==> src/logic/npic_pkg.sv <==
package npic_pkg;
  // ==========================================================
  // Vector set
  localparam int NPIC_NVEC = 14;
  localparam int NPIC_NEXT = 4;
  localparam int NPIC_NPER = 10;
  localparam int NPIC_PINS = 4;
  localparam logic [15:0] NPIC_VEC_RST = 16'hFFFE;
  localparam logic [15:0] NPIC_VEC_TRAP = 16'hFFFC;
  localparam logic [15:0] NPIC_VEC_TOP = 16'hFFFA;
  // Vectors allowed to end Halt: all external lines plus two peripherals
  localparam logic [13:0] NPIC_HALT_WAKE = 14'h003F;

  // ==========================================================
  // Level codes and condition code layout
  localparam logic [1:0] NPIC_LVL0 = 2'h2;
  localparam logic [1:0] NPIC_LVL1 = 2'h1;
  localparam logic [1:0] NPIC_LVL2 = 2'h0;
  localparam logic [1:0] NPIC_LVL3 = 2'h3;
  localparam int NPIC_CC_LVL_HI = 5;
  localparam int NPIC_CC_LVL_LO = 3;
  localparam logic [7:0] NPIC_CC_RST = 8'hEA;
  localparam logic [7:0] NPIC_PRIO_RST = 8'hFF;
  localparam logic [3:0] NPIC_PRIO3_RO = 4'hF;

  // ==========================================================
  // Register map (byte addresses on the bus)
  localparam logic [7:0] NPIC_OFS_PRIO0 = 8'h00;
  localparam logic [7:0] NPIC_OFS_PRIO1 = 8'h04;
  localparam logic [7:0] NPIC_OFS_PRIO2 = 8'h08;
  localparam logic [7:0] NPIC_OFS_PRIO3 = 8'h0C;
  localparam logic [7:0] NPIC_OFS_CC = 8'h10;
  localparam logic [7:0] NPIC_OFS_PEND = 8'h14;
  localparam logic [7:0] NPIC_OFS_PINEN = 8'h18;
  localparam logic [15:0] NPIC_PINEN_RST = 16'h0000;

  // ==========================================================
  // Sequencer operation codes, given with each instruction end
  typedef enum logic [2:0] {
    NPIC_OP_NONE = 3'h0,
    NPIC_OP_UNMASK = 3'h1,
    NPIC_OP_MASK = 3'h2,
    NPIC_OP_HALT = 3'h3,
    NPIC_OP_WAIT = 3'h4,
    NPIC_OP_RETURN = 3'h5,
    NPIC_OP_POPCC = 3'h6,
    NPIC_OP_TRAP = 3'h7
  } npic_op_t;

  // Service sequence, Gray coded along the path
  typedef enum logic [1:0] {
    NPIC_ST_IDLE = 2'h0,
    NPIC_ST_STACK = 2'h1,
    NPIC_ST_LOAD = 2'h3,
    NPIC_ST_FETCH = 2'h2
  } npic_state_t;

  // Arbitration result
  typedef struct packed {
    logic hit;
    logic [3:0] idx;
  } npic_pick_t;
endpackage

==> src/logic/npic_ctrl.sv <==
// The Wishbone interface to the registers and the placing of the registers were decided locally.
`timescale 1ns/10ps
// What this block does
// - Level codes: 0=10, 1=01, 2=00, 3=11
// - Level bits at condition code bits 5, 3
// - Sixteen fixed vectors from FFE0h to FFFFh
// - Service starts at an instruction end, or at once in Halt, in Wait or for reset
// - Maskable and trap entries stack the context
// - Maskable entry loads the vector's stored priority
// - Vector address loaded, then first handler fetch
// - Return pops condition codes, restoring the level
// - Highest software priority wins, hardware breaks ties
// - Unserviced requests stay latched as pending
// - Reset and trap preempt even level 3
// - Non-maskable: no mask, level 3, reset unstacked
// - Non-maskable sources also end Halt
// - Trap instruction raises trap service
// - Maskable needs enable and strictly higher priority
// - Edge latch cleared on handler entry
// - Pins sharing a line are ORed
// - Peripheral request is flag AND enable
// - Clear sequence drops the peripheral latch
// - Any request ends Wait, designated ones Halt
// - Leaving Halt serves highest wake-capable first
// - Instructions also write the level bits
// - Priorities reset to ones; level 0 writes ignored
// - Four priority registers, top bits read one
module npic_ctrl
  import npic_pkg::*;
(
  // Clock, reset, enable
  input wire logic MCLK_I,
  input wire logic RESET_I,
  input wire logic CE_I,
  // Wishbone slave
  input wire logic WB_CYC_I,
  input wire logic WB_STB_I,
  input wire logic WB_WE_I,
  input wire logic [7:0] WB_ADR_I,
  input wire logic [3:0] WB_SEL_I,
  input wire logic [31:0] WB_DAT_I,
  output logic [31:0] WB_DAT_O,
  output logic WB_ACK_O,
  // Interrupt sources
  input wire logic [15:0] EXT_PIN_I,
  input wire logic [9:0] PERIPH_FLAG_I,
  input wire logic [9:0] PERIPH_EN_I,
  input wire logic [9:0] PERIPH_CLR_I,
  // CPU sequencer
  input wire logic INSTR_END_I,
  input wire logic [2:0] OP_I,
  input wire logic [7:0] CC_POP_I,
  input wire logic STACK_DONE_I,
  output logic PUSH_CTX_O,
  output logic LOAD_PC_O,
  output logic FETCH_O,
  output logic [15:0] VEC_ADDR_O,
  output logic [7:0] CC_O,
  output logic HALT_O,
  output logic WAIT_O
);
  // ==========================================================
  // Helpers
  function automatic logic [1:0] npic_rank(input logic [1:0] code);
    logic [1:0] r;
    case (code)
      NPIC_LVL0: r = 2'h0;
      NPIC_LVL1: r = 2'h1;
      NPIC_LVL2: r = 2'h2;
      default: r = 2'h3;
    endcase
    return r;
  endfunction

  // Scan downward so that the lower index, the higher hardware priority, wins ties
  function automatic npic_pick_t npic_arb(input logic [13:0] req, input logic [27:0] pri,
                                          input logic [1:0] cur);
    npic_pick_t p;
    logic [1:0] best;
    logic [1:0] r;
    p = '0;
    best = 2'h0;
    r = 2'h0;
    for (int i = NPIC_NVEC - 1; i >= 0; i--) begin
      r = npic_rank(pri[2*i +: 2]);
      if (req[i] && (r > npic_rank(cur)) && (!p.hit || (r >= best))) begin
        p.hit = 1'b1;
        best = r;
        p.idx = 4'(i);
      end
    end
    return p;
  endfunction

  function automatic logic [15:0] npic_vaddr(input logic [3:0] idx);
    return NPIC_VEC_TOP - {11'h000, idx, 1'b0};
  endfunction

  // ==========================================================
  // State
  npic_state_t state_q;
  logic [7:0] cc_q;
  logic [27:0] prio_q;
  logic [15:0] pinen_q;
  logic [3:0] ext_prev_q;
  logic [3:0] ext_pend_q;
  logic [9:0] per_pend_q;
  logic rst_pend_q;
  logic halt_q;
  logic wait_q;
  logic svc_mask_q;
  logic [3:0] svc_idx_q;
  logic [1:0] svc_lvl_q;
  logic [15:0] vec_q;
  logic ack_q;
  logic [31:0] dat_q;

  logic [1:0] cur_lvl;
  logic [3:0] ext_line;
  logic [3:0] ext_rise;
  logic [9:0] per_req;
  logic [13:0] pend;
  logic [13:0] req;
  npic_pick_t pick;
  npic_op_t op;
  logic boundary;
  logic take_rst;
  logic take_trap;
  logic take_irq;
  logic take;
  logic wb_req;
  logic wb_wr;
  logic [7:0] wb_ofs;

  assign op = npic_op_t'(OP_I);
  assign cur_lvl = {cc_q[NPIC_CC_LVL_HI], cc_q[NPIC_CC_LVL_LO]};

  // ==========================================================
  // Source conditioning
  always_comb begin
    for (int g = 0; g < NPIC_NEXT; g++) begin
      ext_line[g] = |(EXT_PIN_I[NPIC_PINS*g +: NPIC_PINS] & pinen_q[NPIC_PINS*g +: NPIC_PINS]);
    end
  end
  assign ext_rise = ext_line & ~ext_prev_q;
  assign per_req = PERIPH_FLAG_I & PERIPH_EN_I;
  assign pend = {per_pend_q, ext_pend_q};

  always_ff @(posedge MCLK_I) begin
    if (RESET_I) begin
      ext_prev_q <= '0;
    end else if (CE_I) begin
      ext_prev_q <= ext_line;
    end
  end

  // Edge latch: a new edge in the entry cycle survives the entry clear
  always_ff @(posedge MCLK_I) begin
    if (RESET_I) begin
      ext_pend_q <= '0;
    end else if (CE_I) begin
      for (int g = 0; g < NPIC_NEXT; g++) begin
        if (ext_rise[g]) begin
          ext_pend_q[g] <= 1'b1;
        end else if (state_q == NPIC_ST_LOAD && svc_mask_q && svc_idx_q == 4'(g)) begin
          ext_pend_q[g] <= 1'b0;
        end
      end
    end
  end

  // The clear sequence wins here on purpose: a request caught during it is lost
  always_ff @(posedge MCLK_I) begin
    if (RESET_I) begin
      per_pend_q <= '0;
    end else if (CE_I) begin
      per_pend_q <= (per_pend_q | per_req) & ~PERIPH_CLR_I;
    end
  end

  // ==========================================================
  // Arbitration, evaluated every clock
  // While halted only wake-capable vectors compete, so one of them is served first
  assign req = halt_q ? (pend & NPIC_HALT_WAKE) : pend;
  assign pick = npic_arb(req, prio_q, cur_lvl);
  assign boundary = (state_q == NPIC_ST_IDLE) && INSTR_END_I;
  assign take_rst = (state_q == NPIC_ST_IDLE) && rst_pend_q;
  assign take_trap = boundary && !rst_pend_q && op == NPIC_OP_TRAP;
  assign take_irq = (state_q == NPIC_ST_IDLE) && !rst_pend_q && !take_trap && pick.hit &&
                    (INSTR_END_I || halt_q || wait_q);
  assign take = take_rst || take_trap || take_irq;

  always_ff @(posedge MCLK_I) begin
    if (RESET_I) begin
      rst_pend_q <= 1'b1;
    end else if (CE_I && take_rst) begin
      rst_pend_q <= 1'b0;
    end
  end

  // ==========================================================
  // Service sequence
  always_ff @(posedge MCLK_I) begin
    if (RESET_I) begin
      state_q <= NPIC_ST_IDLE;
    end else if (CE_I) begin
      case (state_q)
        NPIC_ST_IDLE: begin
          if (take_rst) begin
            state_q <= NPIC_ST_LOAD;
          end else if (take) begin
            state_q <= NPIC_ST_STACK;
          end
        end
        NPIC_ST_STACK: begin
          if (STACK_DONE_I) begin
            state_q <= NPIC_ST_LOAD;
          end
        end
        NPIC_ST_LOAD: begin
          state_q <= NPIC_ST_FETCH;
        end
        NPIC_ST_FETCH: begin
          state_q <= NPIC_ST_IDLE;
        end
        default: begin
          state_q <= NPIC_ST_IDLE;
        end
      endcase
    end
  end

  always_ff @(posedge MCLK_I) begin
    if (RESET_I) begin
      svc_mask_q <= 1'b0;
      svc_idx_q <= '0;
      svc_lvl_q <= NPIC_LVL3;
      vec_q <= NPIC_VEC_RST;
    end else if (CE_I && take) begin
      svc_mask_q <= take_irq;
      svc_idx_q <= pick.idx;
      if (take_rst) begin
        vec_q <= NPIC_VEC_RST;
        svc_lvl_q <= NPIC_LVL3;
      end else if (take_trap) begin
        vec_q <= NPIC_VEC_TRAP;
        svc_lvl_q <= NPIC_LVL3;
      end else begin
        vec_q <= npic_vaddr(pick.idx);
        svc_lvl_q <= prio_q[2*pick.idx +: 2];
      end
    end
  end

  // Trap and reset end Halt by being taken in any state of the sleep flags
  always_ff @(posedge MCLK_I) begin
    if (RESET_I) begin
      halt_q <= 1'b0;
      wait_q <= 1'b0;
    end else if (CE_I) begin
      if (take) begin
        halt_q <= 1'b0;
        wait_q <= 1'b0;
      end else if (boundary && op == NPIC_OP_HALT) begin
        halt_q <= 1'b1;
      end else if (boundary && op == NPIC_OP_WAIT) begin
        wait_q <= 1'b1;
      end
    end
  end

  // ==========================================================
  // Condition code register
  always_ff @(posedge MCLK_I) begin
    if (RESET_I) begin
      cc_q <= NPIC_CC_RST;
    end else if (CE_I) begin
      if (state_q == NPIC_ST_LOAD) begin
        {cc_q[NPIC_CC_LVL_HI], cc_q[NPIC_CC_LVL_LO]} <= svc_lvl_q;
      end else if (boundary && !take) begin
        case (op)
          NPIC_OP_UNMASK, NPIC_OP_HALT, NPIC_OP_WAIT: begin
            {cc_q[NPIC_CC_LVL_HI], cc_q[NPIC_CC_LVL_LO]} <= NPIC_LVL0;
          end
          NPIC_OP_MASK: begin
            {cc_q[NPIC_CC_LVL_HI], cc_q[NPIC_CC_LVL_LO]} <= NPIC_LVL3;
          end
          NPIC_OP_RETURN, NPIC_OP_POPCC: begin
            cc_q <= CC_POP_I;
          end
          default: begin
            cc_q <= cc_q;
          end
        endcase
      end
    end
  end

  // ==========================================================
  // Wishbone registers
  assign wb_req = WB_CYC_I && WB_STB_I && !ack_q;
  assign wb_wr = wb_req && WB_WE_I && WB_SEL_I[0];
  assign wb_ofs = {WB_ADR_I[7:2], 2'b00};

  // A field written with the level 0 code keeps its old value
  always_ff @(posedge MCLK_I) begin
    if (RESET_I) begin
      prio_q <= {NPIC_PRIO_RST[3:0], {3{NPIC_PRIO_RST}}};
      pinen_q <= NPIC_PINEN_RST;
    end else if (CE_I && wb_wr) begin
      for (int f = 0; f < NPIC_NVEC; f++) begin
        if (wb_ofs == NPIC_OFS_PRIO0 + 8'(4 * (f / 4)) &&
            WB_DAT_I[2*(f%4) +: 2] != NPIC_LVL0) begin
          prio_q[2*f +: 2] <= WB_DAT_I[2*(f%4) +: 2];
        end
      end
      if (wb_ofs == NPIC_OFS_PINEN) begin
        pinen_q[7:0] <= WB_DAT_I[7:0];
        if (WB_SEL_I[1]) begin
          pinen_q[15:8] <= WB_DAT_I[15:8];
        end
      end
    end
  end

  always_ff @(posedge MCLK_I) begin
    if (RESET_I) begin
      ack_q <= 1'b0;
      dat_q <= '0;
    end else if (CE_I) begin
      ack_q <= wb_req;
      if (wb_req) begin
        case (wb_ofs)
          NPIC_OFS_PRIO0: dat_q <= {24'h000000, prio_q[7:0]};
          NPIC_OFS_PRIO1: dat_q <= {24'h000000, prio_q[15:8]};
          NPIC_OFS_PRIO2: dat_q <= {24'h000000, prio_q[23:16]};
          NPIC_OFS_PRIO3: dat_q <= {24'h000000, NPIC_PRIO3_RO, prio_q[27:24]};
          NPIC_OFS_CC: dat_q <= {24'h000000, cc_q};
          NPIC_OFS_PEND: dat_q <= {18'h00000, pend};
          NPIC_OFS_PINEN: dat_q <= {16'h0000, pinen_q};
          default: dat_q <= '0;
        endcase
      end
    end
  end

  // ==========================================================
  // Outputs
  assign WB_ACK_O = ack_q;
  assign WB_DAT_O = dat_q;
  assign PUSH_CTX_O = (state_q == NPIC_ST_STACK);
  assign LOAD_PC_O = (state_q == NPIC_ST_LOAD);
  assign FETCH_O = (state_q == NPIC_ST_FETCH);
  assign VEC_ADDR_O = vec_q;
  assign CC_O = cc_q;
  assign HALT_O = halt_q;
  assign WAIT_O = wait_q;

  // ==========================================================
  // Checks
  a_level_on_entry: assert property (@(posedge MCLK_I) disable iff (RESET_I)
    (LOAD_PC_O && CE_I && svc_mask_q) |=> (cur_lvl == $past(prio_q[2*svc_idx_q +: 2])))
    else $error("entry level differs from stored priority");
  a_nmi_level_three: assert property (@(posedge MCLK_I) disable iff (RESET_I)
    (LOAD_PC_O && CE_I && !svc_mask_q) |=> (cur_lvl == NPIC_LVL3))
    else $error("non-maskable entry did not set level 3");
  a_vector_address: assert property (@(posedge MCLK_I) disable iff (RESET_I)
    (LOAD_PC_O && svc_mask_q) |-> (VEC_ADDR_O == NPIC_VEC_TOP - {11'h000, svc_idx_q, 1'b0}))
    else $error("wrong vector address");
  a_reset_no_stack: assert property (@(posedge MCLK_I) disable iff (RESET_I)
    (take_rst && CE_I) |=> (LOAD_PC_O && VEC_ADDR_O == NPIC_VEC_RST && !PUSH_CTX_O))
    else $error("reset entry stacked or missed its vector");
  a_mask_gate: assert property (@(posedge MCLK_I) disable iff (RESET_I)
    take_irq |-> (npic_rank(prio_q[2*pick.idx +: 2]) > npic_rank(cur_lvl) && pend[pick.idx]))
    else $error("request taken without higher priority");
  a_halt_wake_first: assert property (@(posedge MCLK_I) disable iff (RESET_I)
    (take_irq && halt_q) |-> NPIC_HALT_WAKE[pick.idx])
    else $error("halt left by a non-waking vector");
  a_trap_entry: assert property (@(posedge MCLK_I) disable iff (RESET_I)
    (take_trap && CE_I) |=> (PUSH_CTX_O && vec_q == NPIC_VEC_TRAP))
    else $error("trap did not enter with stacking");
  a_level0_kept: assert property (@(posedge MCLK_I) disable iff (RESET_I)
    (CE_I && wb_wr && wb_ofs == NPIC_OFS_PRIO0 && WB_DAT_I[1:0] == NPIC_LVL0)
      |=> (prio_q[1:0] == $past(prio_q[1:0])))
    else $error("level 0 write altered a priority");
  a_stack_then_load: assert property (@(posedge MCLK_I) disable iff (RESET_I)
    (PUSH_CTX_O && STACK_DONE_I && CE_I) |=> (LOAD_PC_O ##1 FETCH_O))
    else $error("entry sequence broken after stacking");
  a_return_level: assert property (@(posedge MCLK_I) disable iff (RESET_I)
    (boundary && CE_I && !take && op == NPIC_OP_RETURN) |=> (cc_q == $past(CC_POP_I)))
    else $error("return did not restore condition codes");

  c_reset_entry: cover property (@(posedge MCLK_I) take_rst ##1 LOAD_PC_O);
  c_trap_entry: cover property (@(posedge MCLK_I) take_trap);
  c_nested_entry: cover property (@(posedge MCLK_I) take_irq && cur_lvl != NPIC_LVL0);
  c_halt_wake: cover property (@(posedge MCLK_I) take_irq && halt_q);
endmodule

==> config.mk <==
export PLATFORM = sky130hd
export DESIGN_NAME = npic_ctrl
export DESIGN_NICKNAME = d
export VERILOG_FILES = /design/src/logic/npic_pkg.sv /design/src/logic/npic_ctrl.sv
export SDC_FILE = /design/constraint.sdc
export NUM_CORES = 1
export LEC_CHECK = 0
export ABC_AREA = 1
export BUFFER_PORTS_ARGS = -buffer_cell sky130_fd_sc_hd__buf_2
export CORE_AREA = 2 2 120 122
export DETAILED_ROUTE_END_ITERATION = 10
export DIE_AREA = 0 0 122 124
export GPL_TIMING_DRIVEN = 1
export PLACE_DENSITY = 0.78
export SYNTH_ARGS = -nofsm -noshare
export SYNTH_HDL_FRONTEND = slang
export SYNTH_SLANG_ARGS = --single-unit
==> constraint.sdc <==
create_clock -name MCLK_I -period 16.58 [get_ports MCLK_I]
set_input_delay 1.658 -clock MCLK_I [delete_from_list [all_inputs] [get_ports MCLK_I]]
set_output_delay 1.658 -clock MCLK_I [all_outputs]
set_load 0.1 [all_outputs]
==> results.json, run 1 <==
{
  "place.gp.congestion": 0.942,
  "peakVddDrop_v": 0.0000620,
  "leakage_nw": 4.30,
  "io_pins": 171,
  "p_total_w": 0.000726,
  "slew_viol_final": 0,
  "cts_tree": "done",
  "via_count": 7611,
  "antenna_cells": 0,
  "critPathKind": "reg2reg",
  "grt_first_pass_wirelength_um": 34800,
  "yosys.cell_types.count": 49,
  "hold-path-endpoint": "VEC_ADDR_O[5]",
  "fin_tns_setup_ps": 0,
  "slew_headroom_pct": 38.6,
  "postSynthCellCount": 1080,
  "ys_ff_latch": 104,
  "synth_warnings": 0,
  "slowest_delay_ps": 400,
  "period_needed_ps": 14980,
  "powerDensity_mw_per_mm2": 85.1,
  "path_clk_slew_ps": 70,
  "htreeDepth": 3,
  "syn_area_per_cell_um2": 6.94,
  "cp_common_cell": "nand2_1",
  "end_kind": "flip-flop",
  "cts_inserted_buffers": 9,
  "grt_usage_pct": 29.3,
  "skew_ps": 4.47,
  "synth_enable_flop_cells": 0,
  "syn-cell-area_mm2": 0.00749,
  "status": "finished, final reports clean",
  "first_pass_iters": 5,
  "place_inst": 1365,
  "start_util_pct": 54.6,
  "synth_seq_area_share_pct": 27.8,
  "overflow": 0,
  "setup_violations": 0,
  "min_path_type": "reg2reg",
  "root_buffer": "clkbuf_16",
  "ant_nets": 0,
  "insertion_delay_ps": 350,
  "ys.flop_type": "dfxtp_1",
  "cts_sinks": 104,
  "rows": 43,
  "start_kind": "flip-flop",
  "syn_to_final_growth_pct": 13.8,
  "fin_crit_sh_pct": 90.4,
  "drc_errors": 0,
  "reg2reg_slack_ps": 1600,
  "wl_per_cell_um": 15.6,
  "fmax_mhz": 66.8,
  "worstPathRequired_ps": 16830,
  "via_per_inst": 5.50,
  "final_nets": 1388,
  "nFillCells": 1289,
  "whs_path_depth": 1,
  "multiInputGateArea_mm2": 0.00460,
  "core_mm2": 0.0137,
  "die_width_um": 122,
  "r2r-end": "svc_lvl_q[0]",
  "crit_fanout": 9,
  "die_area_mm2": 0.0151,
  "cap_violations": 0,
  "hold_path.startpoint": "VEC_ADDR_O[5]",
  "synthArstFlopShare_pct": 0,
  "stdcell_count": 1383,
  "grt_antenna_before_repair": 0,
  "die_y_um": 124,
  "drt-initial-drc-count": 637,
  "reg2regPathDepth": 119,
  "seqCellArea_mm2": 0.00208,
  "dp_hpwl_um": 16900,
  "drive_gt1_share_pct": 17.9,
  "cp.arrival_ps": 15230,
  "rsz0062_at_grt": "false",
  "grt_pass1_vias": 7088,
  "hold_viol": 0,
  "r2r-start": "CC_O[5]",
  "worst_pin_slew_ps": 917,
  "numPortBuffers": 123,
  "cts_buffer_depth": 2,
  "grt_start_max_net_pins": 52,
  "drt-total-wl_um": 21600,
  "slowest_stage": "or3_1"
}
[worst max-delay path by stage]
stage / start / endpoint / slack [ps]
3_3_place_gp: CC_O[3] / svc_lvl_q[0] / 1200
3_5_place_dp: CC_O[3] / svc_lvl_q[0] / 1000
6_report: CC_O[5] / svc_lvl_q[0] / 1600
5_1_grt: CC_O[5] / svc_lvl_q[0] / 40
2_1_floorplan: CC_O[5] / svc_lvl_q[0] / 1940
4_1_cts: CC_O[3] / svc_lvl_q[0] / 910
[metal layers]
| layer | vias up | share of wire (%) | wire length [um] | track usage (%) |
|---|---|---|---|---|
| met5 | - | 0 | 0 | 0 |
| met4 | 0 | 4.5 | 982 | 13.6 |
| met3 | 65 | 9.3 | 2020 | 4.30 |
| met2 | 377 | 44 | 9560 | 46.6 |
| met1 | 3376 | 42 | 9080 | 39.3 |
| li1 | 3793 | - | - | - |
[state kept, by name (all words and copies together), names as in the netlist]
register / count
svc_mask_q: 1
ext_prev_q: 4
WB_DAT_O: 16
rst_pend_q: 1
per_pend_q: 10
WAIT_O: 1
state_q: 2
prio_q: 28
VEC_ADDR_O: 5
svc_lvl_q: 2
CC_O: 8
pinen_q: 16
svc_idx_q: 4
HALT_O: 1
WB_ACK_O: 1
ext_pend_q: 4
[cell type report]
type / instances / share of cell area, %
Clock inverter: 5 / 0.954
Inverter: 164 / 7.22
Tap cell: 180 / 2.64
Timing Repair Buffer: 133 / 8.10
Sequential cell: 104 / 24.4
Clock buffer: 9 / 2.64
Multi-Input combinational cell: 788 / 54.0
[power by group]
group	leakage [nW]	internal (W)	switching (W)
Combinational	3.31	0.0000685	0.000170
Clock	0.148	0.000131	0.0000943
Sequential	0.842	0.000256	0.00000581
Total	4.30	0.000456	0.000270
[through the flow]
| step | utilization (%) | setup slack (ps) | hold WS, ps | instance area [um^2] |
|---|---|---|---|---|
| 6_report | 62.1 | 1600 | 456 | 8520 |
| 5_1_grt | 62.1 | 38.8 | 485 | 8520 |
| 4_1_cts | 61.8 | 908 | 467 | 8470 |
| 3_5_place_dp | 59.5 | 997 | 445 | 8170 |
| 3_3_place_gp | 59.5 | 1200 | 428 | 8170 |
| 2_1_floorplan | - | 1940 | 429 | 7580 |
[repair_timing]
| action | CTS | global route |
|---|---|---|
| hold buffers | 0 | 0 |
| gates resized for setup | 0 | 9 |
| buffers inserted | 0 | 4 |
| endpoints found under the setup margin | 0 | 5 |
[synth_stat cells, drive strengths merged, types with 3 or more instances]
cell     instances  area [um^2]
nand2          215          970
inv            160          601
nor2           115          439
dfxtp          104         2080
nand3           95          531
ha              79          988
a21oi           77          389
o21ai           72          364
buf             31          236
a221oi          19          166
clkbuf          18         67.6
o22ai           18          113
o211ai          14          105
nor3             8         40.0
or2              7         43.8
a22o             6         52.6
a211oi           5         37.5
o221ai           5         43.8
o31ai            5         37.5
clkinv           4         15.0
a2111oi          3         33.8
nand4            3         18.8
[worst max-delay path: cells and delay by family, from the launching register on]
kind / cells / cell delay (ps)
AO/OA/AOI/OAI: 26 / 3070
adder cells (fa/ha/maj): 15 / 4060
buffers and inverters: 18 / 1420
flip-flops: 1 / 370
AND/OR/NAND/NOR: 60 / 5950
[placed cells by master (no fill, tap or decap), drive strengths merged, types with 5 or more instances in the layout]
cell type    n
dfxtp      104
o31ai        5
buf        133
nand3       95
a221oi      19
o22ai       18
a21oi       77
nand2      215
conb        27
inv        161
o211ai      14
nor2       115
clkinv       5
nor3         8
a22o         6
a211oi       5
o221ai       5
o21ai       72
ha          79
clkbuf       9
or2          7
[cell families (layout without fill, tap and decap cells)]
| logic type | after synthesis | after routing | share of synthesized area, % |
|---|---|---|---|
| AO/OA/AOI/OAI | 229 | 229 | 18.5 |
| XOR/XNOR | 1 | 1 | 0.117 |
| adder cells (fa/ha/maj) | 79 | 79 | 13.2 |
| buffers and inverters | 213 | 311 | 12.3 |
| flip-flops | 104 | 104 | 27.8 |
| other | 2 | 27 | 0.100 |
| AND/OR/NAND/NOR | 452 | 452 | 28.1 |
No activity file was read; power rests on OpenSTA's default activity.
==> inputs of run 2 (changes only) <==
--- a/config.mk
+++ b/config.mk
@@ -12,6 +12,7 @@
 export DIE_AREA = 0 0 122 124
 export GPL_TIMING_DRIVEN = 1
 export PLACE_DENSITY = 0.78
+export REMOVE_ABC_BUFFERS = 1
 export SYNTH_ARGS = -nofsm -noshare
 export SYNTH_HDL_FRONTEND = slang
 export SYNTH_SLANG_ARGS = --single-unit
==> results.json, run 2 (synthesis gave the netlist of run 1 again) <==
{
  "via_count": 7708,
  "insertion_delay_ps": 350,
  "drt-total-wl_um": 21600,
  "min_path_type": "reg2reg",
  "worst_pin_slew_ps": 852,
  "slew_viol_final": 0,
  "io_pins": 171,
  "ctsHoldBuffers": 0,
  "cts_tree": "done",
  "start_util_pct": 54.6,
  "gr-usage-met3_pct": 5.27,
  "leakage_nw": 4.28,
  "p_seq_share_pct": 37.2,
  "largest-register": "prio_q",
  "syn_to_final_growth_pct": 13.2,
  "die_y_um": 124,
  "cap_violations": 0,
  "power_frac_comb_pct": 33.5,
  "via_per_inst": 5.58,
  "ant_nets": 0,
  "p_total_w": 0.000706,
  "setup_violations": 0,
  "status": "finished, final reports clean",
  "grt_start_max_net_pins": 52,
  "p_sw_share_pct": 39.1,
  "slew_headroom_pct": 43.0,
  "final_common_cell": "nand2_1",
  "cts_sinks": 104,
  "first_pass_iters": 5,
  "start_kind": "flip-flop",
  "grt_pass1_vias": 7057,
  "slowest_stage": "dfxtp_2",
  "slowest_delay_ps": 410,
  "end_kind": "flip-flop",
  "core_mm2": 0.0137,
  "die_area_mm2": 0.0151,
  "mostFrequentLayoutCells": "nand2_1 (182), inv_1 (149), buf_2 (123)",
  "drive_gt1_share_pct": 17.7,
  "worstPathRequired_ps": 16830,
  "drt-initial-drc-count": 635,
  "period_needed_ps": 15140,
  "crit_fanout": 11,
  "final_util_pct": 61.8,
  "dp_hpwl_um": 16700,
  "grt_busiest_layer": "met2",
  "cts_buffer_depth": 2,
  "critPathKind": "reg2reg",
  "setup_slack_ps": 1440,
  "final_nets": 1384,
  "antenna_cells": 0,
  "powerDensity_mw_per_mm2": 83.2,
  "rows": 43,
  "path_clk_slew_ps": 70,
  "fmax_mhz": 66.1,
  "grt_first_pass_wirelength_um": 34300,
  "place.gp.congestion": 0.967,
  "intPower_w": 0.000430,
  "cp.arrival_ps": 15390,
  "numPortBuffers": 123,
  "cts_inserted_buffers": 9,
  "drc_errors": 0,
  "grt_antenna_before_repair": 0,
  "wl_per_cell_um": 15.6,
  "fin_crit_sh_pct": 91.3,
  "root_buffer": "clkbuf_16",
  "die_width_um": 122,
  "hold_viol": 0,
  "met1_usage_pct": 36.0,
  "cp_common_cell": "nand2_1",
  "peakVddDrop_v": 0.0000491,
  "grt_usage_pct": 29.0,
  "p_switching_w": 0.000276,
  "largest_reg_flops": 28,
  "power.share.clock_pct": 29.4,
  "htreeDepth": 3,
  "skew_ps": 4.59,
  "pre_cts_ws_ps": 797,
  "fin_tns_setup_ps": 0,
  "grt_use_met2_pct": 48.8,
  "overflow": 0
}
## run 2: power by group through the flow
| stage | clock, W | combinational (W) | sequential (W) |
|---|---|---|---|
| after global routing | 0.000218 | 0.000263 | 0.000263 |
| after CTS | 0.000208 | 0.000232 | 0.000262 |
| after floorplan | 0 | 0.000156 | 0.000287 |
| final | 0.000207 | 0.000236 | 0.000262 |
| after global placement | 0 | 0.000227 | 0.000268 |
| after detailed placement | 0 | 0.000231 | 0.000268 |
## run 2: cell type report
cell class / instances / area, um^2
Fill cell: 1320 / 5240
Multi-Input combinational cell: 788 / 4610
Sequential cell: 104 / 2080
Timing Repair Buffer: 129 / 661
Inverter: 164 / 616
Clock buffer: 11 / 243
Tap cell: 180 / 225
Clock inverter: 5 / 41.3
## run 2: path summary, 6_finish.rpt
check / start / endpoint / slack, ps / cells past startpoint
worst max-delay path: CC_O[3] / svc_lvl_q[0] / 1440 / 117
worst min-delay path: VEC_ADDR_O[5] / VEC_ADDR_O[5] / 460 / 1
worst max register to register: CC_O[3] / svc_lvl_q[0] / 1440 / 117
worst min register to register: VEC_ADDR_O[5] / VEC_ADDR_O[5] / 460 / 1
## run 2: metrics by stage
step	std cells	hold slack [ps]	instance area [um^2]
2_1_floorplan	1056	429	7280
6_report	1381	458	8480
3_5_place_dp	1365	445	8170
5_1_grt	1381	483	8480
3_3_place_gp	1365	424	8170
4_1_cts	1381	464	8450
## run 2: worst max-delay path, delay by kind of cell (launching register included)
kind	cells	cell delay [ps]
and+or+nand+nor	59	5890
adders and majority gates	15	4090
AOI/OAI and AO/OA	26	3250
buffers and inverters	17	1330
DFF	1	410
## run 2: timing repair
action | 4_1_cts | 5_1_grt
hold endpoints to repair | 0 | 0
resized for setup | 0 | 11
setup buffers | 0 | 0
endpoints found under the setup margin | 0 | 6
## run 2: routing by layer
metal  wire length (um)  vias up
li1                   -     3781
met1               8800     3497
met2              10000      364
met3               1940       66
met4                815        0
met5                  0        -
